===== config.mk =====
export PLATFORM = sky130hd
export DESIGN_NAME = lrc_top
export DESIGN_NICKNAME = d
export VERILOG_FILES = /design/src/shared/lrc_pkg.sv /design/src/shared/lrc_mem_if.sv /design/src/lrc_mem.sv /design/src/lrc_top.sv
export VERILOG_INCLUDE_DIRS = /design/src /design/src/shared
export SDC_FILE = /design/constraint.sdc
export NUM_CORES = 1
export LEC_CHECK = 0
export ABC_AREA = 1
export BUFFER_PORTS_ARGS = -buffer_cell sky130_fd_sc_hd__buf_4
export CAP_MARGIN = 5
export CORE_MARGIN = 2
export CORE_UTILIZATION = 44
export DETAILED_ROUTE_END_ITERATION = 10
export PLACE_DENSITY = 0.73
export RECOVER_POWER = 25
export SYNTH_ARGS = -nofsm -noshare
export SYNTH_HDL_FRONTEND = slang
export SYNTH_SLANG_ARGS = --single-unit
export TNS_END_PERCENT = 30

===== constraint.sdc =====
create_clock -name CLK -period 6.1 [get_ports CLK]
set_clock_uncertainty 0.05 [all_clocks]
set_input_delay 0.915 -clock CLK [delete_from_list [all_inputs] [get_ports CLK]]
set_output_delay 0.915 -clock CLK [all_outputs]
set_load 0.05 [all_outputs]

===== src/shared/lrc_consts.svh =====
`ifndef LRC_CONSTS_SVH
`define LRC_CONSTS_SVH

// register byte offsets
`define LRC_OFS_CTRL    4'h0
`define LRC_OFS_HCFG    4'h4
`define LRC_OFS_INIT    4'h8
`define LRC_OFS_STATUS  4'hc

// field positions
`define LRC_CTRL_MODE_LSB  0
`define LRC_CTRL_LOAD_BIT  8
`define LRC_HCFG_SEL_W     3
`define LRC_HCFG_TAB_LSB   16
`define LRC_INIT_G_LSB     16
`define LRC_STAT_RAM_BIT   8

// reset values
`define LRC_RST_MODE    2'h0
`define LRC_RST_HSEL    9'h000
`define LRC_RST_HTAB    8'h00
`define LRC_RST_INIT_F  16'h0000
`define LRC_RST_INIT_G  16'h0000

// lookup geometry
`define LRC_DEPTH       16
`define LRC_AW          4

`endif


===== src/shared/lrc_pkg.sv =====
`default_nettype none
package lrc_pkg;
    // four exclusive uses of the lookup pair, one-hot
    typedef enum logic [3:0] {
        MODE_LOGIC = 4'b0001,
        MODE_LEVEL = 4'b0010,
        MODE_EDGE  = 4'b0100,
        MODE_DUAL  = 4'b1000
    } lrc_mode_t;

    // main cell state
    typedef struct packed {
        lrc_mode_t        mode;
        logic [2:0][2:0]  hsel;
        logic [7:0]       htab;
        logic [15:0]      init_f;
        logic [15:0]      init_g;
        logic             ack;
        logic [31:0]      dat;
        logic             ld;
    } lrc_cell_t;

    // storage array, one 2-bit word per address
    typedef struct packed {
        logic [15:0][1:0] arr;
    } lrc_store_t;
endpackage : lrc_pkg
`default_nettype wire


===== src/shared/lrc_mem_if.sv =====
`default_nettype none
interface lrc_mem_if;
    logic        wen;       // write this cycle
    logic [1:0]  wmask;     // planes written
    logic [3:0]  waddr;     // write address
    logic [1:0]  wdata;     // write data
    logic        ld;        // preload both planes
    logic [15:0] ld_f;      // preload image, plane 0
    logic [15:0] ld_g;      // preload image, plane 1
    logic [3:0]  raddr_a;   // read port a address
    logic [3:0]  raddr_b;   // read port b address
    logic [1:0]  rdata_a;   // read port a word
    logic [1:0]  rdata_b;   // read port b word
    modport ctl (output wen, wmask, waddr, wdata, ld, ld_f, ld_g, raddr_a, raddr_b,
                 input rdata_a, rdata_b);
    modport mem (input wen, wmask, waddr, wdata, ld, ld_f, ld_g, raddr_a, raddr_b,
                 output rdata_a, rdata_b);
endinterface : lrc_mem_if
`default_nettype wire


===== src/lrc_mem.sv =====
`include "lrc_consts.svh"
`default_nettype none
module lrc_mem #(
    parameter logic [15:0] F_INIT = `LRC_RST_INIT_F,
    parameter logic [15:0] G_INIT = `LRC_RST_INIT_G
) (
    // clock and reset
    input wire logic CLK,
    input wire logic RESET,
    // storage port
    lrc_mem_if.mem   m
);
    lrc_pkg::lrc_store_t st_ff;    // registered array
    lrc_pkg::lrc_store_t nxt_st;   // next array

    // next array: preload beats a user write
    always_comb
    begin
        nxt_st = st_ff;
        for (int i = 0; i < `LRC_DEPTH; i++)
        begin
            if (m.ld)
            begin
                nxt_st.arr[i] = {m.ld_g[i], m.ld_f[i]};
            end
            else if (m.wen && (m.waddr == i[3:0]))
            begin
                // only masked planes change
                nxt_st.arr[i] = (st_ff.arr[i] & ~m.wmask) | (m.wdata & m.wmask);
            end
        end
    end

    // array register, preloaded image at reset
    always_ff @(posedge CLK)
    begin
        if (RESET)
        begin
            for (int i = 0; i < `LRC_DEPTH; i++)
            begin
                st_ff.arr[i] <= {G_INIT[i], F_INIT[i]};
            end
        end
        else
        begin
            st_ff <= nxt_st;
        end
    end

    // reads are combinational, no clock in the path
    assign m.rdata_a = st_ff.arr[m.raddr_a];
    assign m.rdata_b = st_ff.arr[m.raddr_b];
endmodule : lrc_mem
`default_nettype wire


===== src/lrc_top.sv =====
// Behaviour
// - edge mode writes only on clock edge
// - reads follow address, no clock needed
// - dual mode: 16x1, read and write together
// - pair is exactly one of four uses
// - contents preloaded before any write
// - third lookup fed by F, G, controls
`include "lrc_consts.svh"
`default_nettype none
module lrc_top #(
    parameter logic [15:0] F_INIT = `LRC_RST_INIT_F,
    parameter logic [15:0] G_INIT = `LRC_RST_INIT_G
) (
    // clock and reset
    input  wire logic        CLK,
    input  wire logic        RESET,
    // wishbone slave
    input  wire logic        CYC_I,
    input  wire logic        STB_I,
    input  wire logic        WE_I,
    input  wire logic [3:0]  ADR_I,
    input  wire logic [3:0]  SEL_I,
    input  wire logic [31:0] DAT_I,
    output logic      [31:0] DAT_O,
    output logic             ACK_O,
    // fabric side, same clock
    input  wire logic [3:0]  F_ADDR,
    input  wire logic [3:0]  G_ADDR,
    input  wire logic [1:0]  DIN,
    input  wire logic        RAM_WE,
    input  wire logic [3:0]  CTRL_IN,
    // lookup outputs
    output logic             F_OUT,
    output logic             G_OUT,
    output logic             H_OUT
);
    lrc_pkg::lrc_cell_t st_ff;      // registered state
    lrc_pkg::lrc_cell_t nxt_st;     // next state
    lrc_mem_if          mif ();     // storage link
    logic               bus_wr;     // write commits this edge
    logic [31:0]        rd_word;    // read mux
    logic [7:0]         hsrc;       // sources for the third lookup
    logic [2:0]         hidx;       // third lookup index

    // byte-lane merge for wishbone writes
    function automatic logic [31:0] lane_merge(input logic [31:0] old_w,
                                               input logic [31:0] new_w,
                                               input logic [3:0]  sel);
        logic [31:0] r;
        r = old_w;
        for (int b = 0; b < 4; b++)
        begin
            if (sel[b])
            begin
                r[b*8 +: 8] = new_w[b*8 +: 8];
            end
        end
        return r;
    endfunction : lane_merge

    // 2-bit field to one-hot mode; every code is a legal use
    function automatic lrc_pkg::lrc_mode_t mode_dec(input logic [1:0] c);
        case (c)
            2'h0:    return lrc_pkg::MODE_LOGIC;
            2'h1:    return lrc_pkg::MODE_LEVEL;
            2'h2:    return lrc_pkg::MODE_EDGE;
            2'h3:    return lrc_pkg::MODE_DUAL;
            default: return lrc_pkg::MODE_LOGIC;
        endcase
    endfunction : mode_dec

    // one-hot mode back to its field code
    function automatic logic [1:0] mode_enc(input lrc_pkg::lrc_mode_t md);
        case (md)
            lrc_pkg::MODE_LOGIC: return 2'h0;
            lrc_pkg::MODE_LEVEL: return 2'h1;
            lrc_pkg::MODE_EDGE:  return 2'h2;
            lrc_pkg::MODE_DUAL:  return 2'h3;
            default:             return 2'h0;
        endcase
    endfunction : mode_enc

    // write lands on the edge that the master samples ack
    assign bus_wr = CYC_I && STB_I && WE_I && st_ff.ack;

    // register read mux, unmapped reads as zero
    always_comb
    begin
        rd_word = 32'h0000_0000;
        case (ADR_I)
            `LRC_OFS_CTRL:
            begin
                rd_word[`LRC_CTRL_MODE_LSB +: 2] = mode_enc(st_ff.mode);
            end
            `LRC_OFS_HCFG:
            begin
                rd_word[8:0] = st_ff.hsel;
                rd_word[`LRC_HCFG_TAB_LSB +: 8] = st_ff.htab;
            end
            `LRC_OFS_INIT:
            begin
                rd_word = {st_ff.init_g, st_ff.init_f};
            end
            `LRC_OFS_STATUS:
            begin
                // live lookup outputs and ram flag
                rd_word[2:0] = {H_OUT, G_OUT, F_OUT};
                rd_word[`LRC_STAT_RAM_BIT] = (st_ff.mode != lrc_pkg::MODE_LOGIC);
            end
            default:
            begin
                rd_word = 32'h0000_0000;
            end
        endcase
    end

    // next state: bus slave and configuration registers
    always_comb
    begin
        logic [31:0] w;
        w = 32'h0000_0000;
        nxt_st = st_ff;
        // single-cycle answer, dropped the cycle after
        nxt_st.ack = CYC_I && STB_I && !st_ff.ack;
        nxt_st.dat = (CYC_I && STB_I && !st_ff.ack) ? rd_word : st_ff.dat;
        nxt_st.ld = 1'b0;
        if (bus_wr)
        begin
            case (ADR_I)
                `LRC_OFS_CTRL:
                begin
                    w = lane_merge({22'h0, 1'b0, 7'h0, mode_enc(st_ff.mode)}, DAT_I, SEL_I);
                    nxt_st.mode = mode_dec(w[`LRC_CTRL_MODE_LSB +: 2]);
                    // self-clearing: copies the image into the array
                    nxt_st.ld = w[`LRC_CTRL_LOAD_BIT] && SEL_I[1];
                end
                `LRC_OFS_HCFG:
                begin
                    w = lane_merge({8'h0, st_ff.htab, 7'h0, st_ff.hsel}, DAT_I, SEL_I);
                    nxt_st.hsel = w[8:0];
                    nxt_st.htab = w[`LRC_HCFG_TAB_LSB +: 8];
                end
                `LRC_OFS_INIT:
                begin
                    w = lane_merge({st_ff.init_g, st_ff.init_f}, DAT_I, SEL_I);
                    nxt_st.init_f = w[15:0];
                    nxt_st.init_g = w[`LRC_INIT_G_LSB +: 16];
                end
                default:
                begin
                    // status and unmapped: write ignored, still acked
                    nxt_st.ld = 1'b0;
                end
            endcase
        end
    end

    // single state register
    always_ff @(posedge CLK)
    begin
        if (RESET)
        begin
            st_ff.mode   <= lrc_pkg::MODE_LOGIC;
            st_ff.hsel   <= `LRC_RST_HSEL;
            st_ff.htab   <= `LRC_RST_HTAB;
            st_ff.init_f <= F_INIT;
            st_ff.init_g <= G_INIT;
            st_ff.ack    <= 1'b0;
            st_ff.dat    <= 32'h0000_0000;
            st_ff.ld     <= 1'b0;
        end
        else
        begin
            st_ff <= nxt_st;
        end
    end

    // storage control; logic mode never writes, only the image loads
    always_comb
    begin
        mif.wen     = RAM_WE && (st_ff.mode != lrc_pkg::MODE_LOGIC);
        mif.wmask   = (st_ff.mode == lrc_pkg::MODE_DUAL) ? 2'h1 : 2'h3;
        mif.waddr   = F_ADDR;
        mif.wdata   = DIN;
        mif.ld      = st_ff.ld;
        mif.ld_f    = st_ff.init_f;
        mif.ld_g    = st_ff.init_g;
        mif.raddr_a = F_ADDR;
        mif.raddr_b = G_ADDR;
    end

    // array with reset preload
    lrc_mem #(
        .F_INIT (F_INIT),
        .G_INIT (G_INIT)
    ) u_mem (
        .CLK   (CLK),
        .RESET (RESET),
        .m     (mif)
    );

    // read paths, combinational from address
    always_comb
    begin
        case (st_ff.mode)
            lrc_pkg::MODE_LOGIC:
            begin
                F_OUT = mif.rdata_a[0];
                G_OUT = mif.rdata_b[1];
            end
            lrc_pkg::MODE_LEVEL:
            begin
                // latch-like: data passes through while enable is high
                F_OUT = RAM_WE ? DIN[0] : mif.rdata_a[0];
                G_OUT = RAM_WE ? DIN[1] : mif.rdata_a[1];
            end
            lrc_pkg::MODE_EDGE:
            begin
                // old word shows until the edge
                F_OUT = mif.rdata_a[0];
                G_OUT = mif.rdata_a[1];
            end
            lrc_pkg::MODE_DUAL:
            begin
                // port a writes and reads, port b reads freely
                F_OUT = mif.rdata_a[0];
                G_OUT = mif.rdata_b[0];
            end
            default:
            begin
                F_OUT = 1'b0;
                G_OUT = 1'b0;
            end
        endcase
    end

    // third lookup: each input picks F, G, a control line or zero
    assign hsrc = {2'b00, CTRL_IN, G_OUT, F_OUT};
    assign hidx = {hsrc[st_ff.hsel[2]], hsrc[st_ff.hsel[1]], hsrc[st_ff.hsel[0]]};
    assign H_OUT = st_ff.htab[hidx];

    // bus outputs from flip-flops
    assign ACK_O = st_ff.ack;
    assign DAT_O = st_ff.dat;
endmodule : lrc_top
`default_nettype wire


==> results by group <==
Status
  – Failing checks: max-capacitance violations, max-slew violations
  – Outcome: finished, violations left

CTS
  – Post-CTS Hold Fix Bufs: 0
  – Post_cts resized: 0
  – Clock Path Buffers: 2
  – Post-CTS Setup Bufs: 0
  – CTS buffer count: 17
  – Clock Sinks: 119
  – Clock slew at reported path FFs: 0.05 ns
  – Maximum level of the CTS H-tree: 4
  – Root Driver: clkbuf_16
  – Clock latency on the worst-skew pair: 0.42 ns
  – CTS tree: done

GRT
  – Initial antenna violation count: 0
  – Overall Global Routing Usage: 23.7%
  – Vias in the first global route: 5,540
  – Pin count of the biggest net entering global routing: 43
  – Overflow after GRT: 0
  – Global-route wire length before repair: 27.7 mm

Pwr
  – Power Internal: 1.44 mW
  – Sw Ratio: 22.3%
  – Combinational share of power: 5.7%
  – Max VDD drop: 0.156 mV
  – Clock group share of total power: 52.3%
  – Pwr Total: 1.86 mW
  – Pwr Density: 262 nW/um2
  – Switching power: 0.414 mW
  – Reg power frac: 42.0%
  – LEAKAGE: 2.91 nW

Critical path
  – Kind of critical path: input port to primary output
  – Startpoint types: input port
  – Critical path capture point type: primary output
  – WP data required: 5.13 ns
  – Worst Setup SP: F_ADDR[1]
  – CP max FO: 11
  – Worst R2R Start: mif.ld$_SDFF_PP0_
  – Signal arrival time at the worst endpoint: 3.05 ns

Layout
  – Layout area overhead: 16.8%
  – Seq. cell area: 2380 um2
  – Layout cells sized above 1: 10.9%
  – Diode count: 0
  – Nets: 1,041
  – Fillers: 1,395
  – Multi-input combinational cell area: 2910 um2

STA
  – Fin crit share: 65.8%
  – Slew headroom: -3.35%
  – RSZ-0062 raised after global routing: no
  – Slew Limit Fails: 37
  – Final Critical Period: 4.01 ns
  – Setup_tns: 0 ns
  – Final Hold Vio Count: 0
  – # setup viols final: 0
  – Fmax: 0.249 GHz
  – Measured slew at the worst slew-check pin: 1.55 ns

Floorplanning
  – Initial Utilization: 45.5%
  – Die width: 121 um
  – Io pins: 96
  – Core area: 13,300 um2
  – Row cnt: 42
  – Die area: 14,800 um2
  – Die height: 121 um

Logic synthesis
  – Register area share after synthesis: 39.2%
  – Synthesized cell area: 6070 um2
  – Post-Syn Instances: 930
  – #FFs+latches synth: 119
  – Syn nets: 990
  – Ys Warns: 0
  – Post-synth cell types: 32
  – Syn avg cell area: 6.53 um2

Detailed routing
  – DRC Markers: 0
  – Initial drt markers: 557
  – Overall routed net length: 16.9 mm
  – First drt pass iteration count: 5
  – Final ANT Viol Nets: 0
  – Routed WL per cell: 14.4 um
  – Via count: 6,137
  – Vias/cell: 5.25

Hold path
  – HP Class: register to register
  – Hold Path Origin: DAT_O[25]$_SDFFE_PP0P_

Place
  – Port Buffers: 95
  – Placer Congestion: 0.936
  – Post-DP HPWL: 12.3 mm

Run
  – Max-cap violations: 1
-- stage by stage --
step                      instances  hold WS (ns)  setup slack (ns)  cell area [um2]  util [%]
after global placement         1138         0.404              2.13             6640      49.8
after floorplan                 930         0.389              2.14             6070         -
final                          1169         0.414              2.09             7090      53.1
after detailed placement       1138         0.406              2.09             6640      49.8
after CTS                      1169         0.415              2.08             7220      54.1
after global routing           1169         0.440              1.83             7090      53.1
-- cells in the final DEF (no fill, tap or decap), types with 3 or more instances in the layout --
cell type	netlist	routed
a21oi_1	57	57
clkbuf_1	27	34
o31ai_1	3	3
clkinv_2	0	7
a22o_1	5	5
a22oi_1	6	6
dfxtp_1	119	119
nand3_1	36	36
o211ai_1	7	7
clkbuf_16	0	17
buf_4	33	65
nand2_1	256	256
inv_1	96	96
o21ai_1	4	4
nand2_2	6	6
a31oi_1	30	30
clkbuf_8	0	3
a32o_1	3	3
o21ai_0	106	106
nor3_1	7	7
nor2_1	107	107
-- per-layer routing --
metal / vias up / wire, um / track usage (%)
li1: 3101 / - / -
met2: 234 / 7450 / 36.5
met4: 0 / 294 / 7.83
met5: - / 0 / 0
met1: 2778 / 7860 / 32.7
met3: 24 / 1280 / 5.45
-- synth_stat cells (all sizes together) --
cell type | count | share of area, %
o31ai | 3 | 0.37
clkinv | 2 | 0.12
inv | 98 | 6.1
o211ai | 7 | 0.87
nor3b | 1 | 0.12
o22ai | 1 | 0.10
a32o | 3 | 0.49
nand4 | 2 | 0.21
clkbuf | 27 | 1.7
nand2 | 262 | 16
o221ai | 2 | 0.29
a21oi | 58 | 4.8
and2 | 1 | 0.10
nor3 | 7 | 0.58
buf | 41 | 4.9
o21ai | 110 | 9.1
nor2 | 108 | 6.8
a22oi | 6 | 0.74
a22o | 5 | 0.72
nand3 | 37 | 3.1
a31oi | 30 | 3.1
dfxtp | 119 | 39
-- area by class of cell --
type | count | share of cell area [%]
multi-input combinational | 643 | 41.1
sequential | 119 | 33.6
timing repair buffer | 100 | 8.84
clock buffer | 21 | 6.63
inverter | 100 | 5.33
tap | 176 | 3.10
clock inverter | 10 | 1.45
-- worst paths after layout --
check	end	slack [ns]	depth (start not counted)
min reg2reg	DAT_O[25]$_SDFFE_PP0P_	0.41	2
min	DAT_O[25]$_SDFFE_PP0P_	0.41	2
max reg2reg	register	2.94	4
max	H_OUT	2.09	19
-- power groups by stage --
stage          logic (mW)  clock network [mW]  registers [mW]
5_1_grt             0.115                1.02           0.778
4_1_cts             0.104               0.975           0.779
3_5_place_dp        0.104                   0           0.795
2_1_floorplan      0.0541                   0           0.796
3_3_place_gp        0.104                   0           0.795
6_report            0.106               0.971           0.779
-- kinds of logic (layout without fill, tap and decap cells) --
family	after synthesis	in the layout	synth area share, %
simple gates	418	418	27.4
compound gates	225	225	20.6
flops	119	119	39.2
buf+inv	168	231	12.8
-- worst max-delay path: stages --
cell and delay (ns):
buf_4 0.16, clkinv_1 0.27, nand2_1 0.15, nand2_1 0.07, nand2_1 0.06, nand2_1 0.06, nor2_1 0.15, nor2_1 0.09
nor2_4 0.11, nand4_1 0.09, nand2_1 0.07, nand2_1 0.07, nand2_2 0.11, nand2_2 0.08, nand2_1 0.10, nand3_1 0.07
nand3_1 0.09, and2_1 0.14, buf_4 0.20
Power figures use the tool's default switching activity.
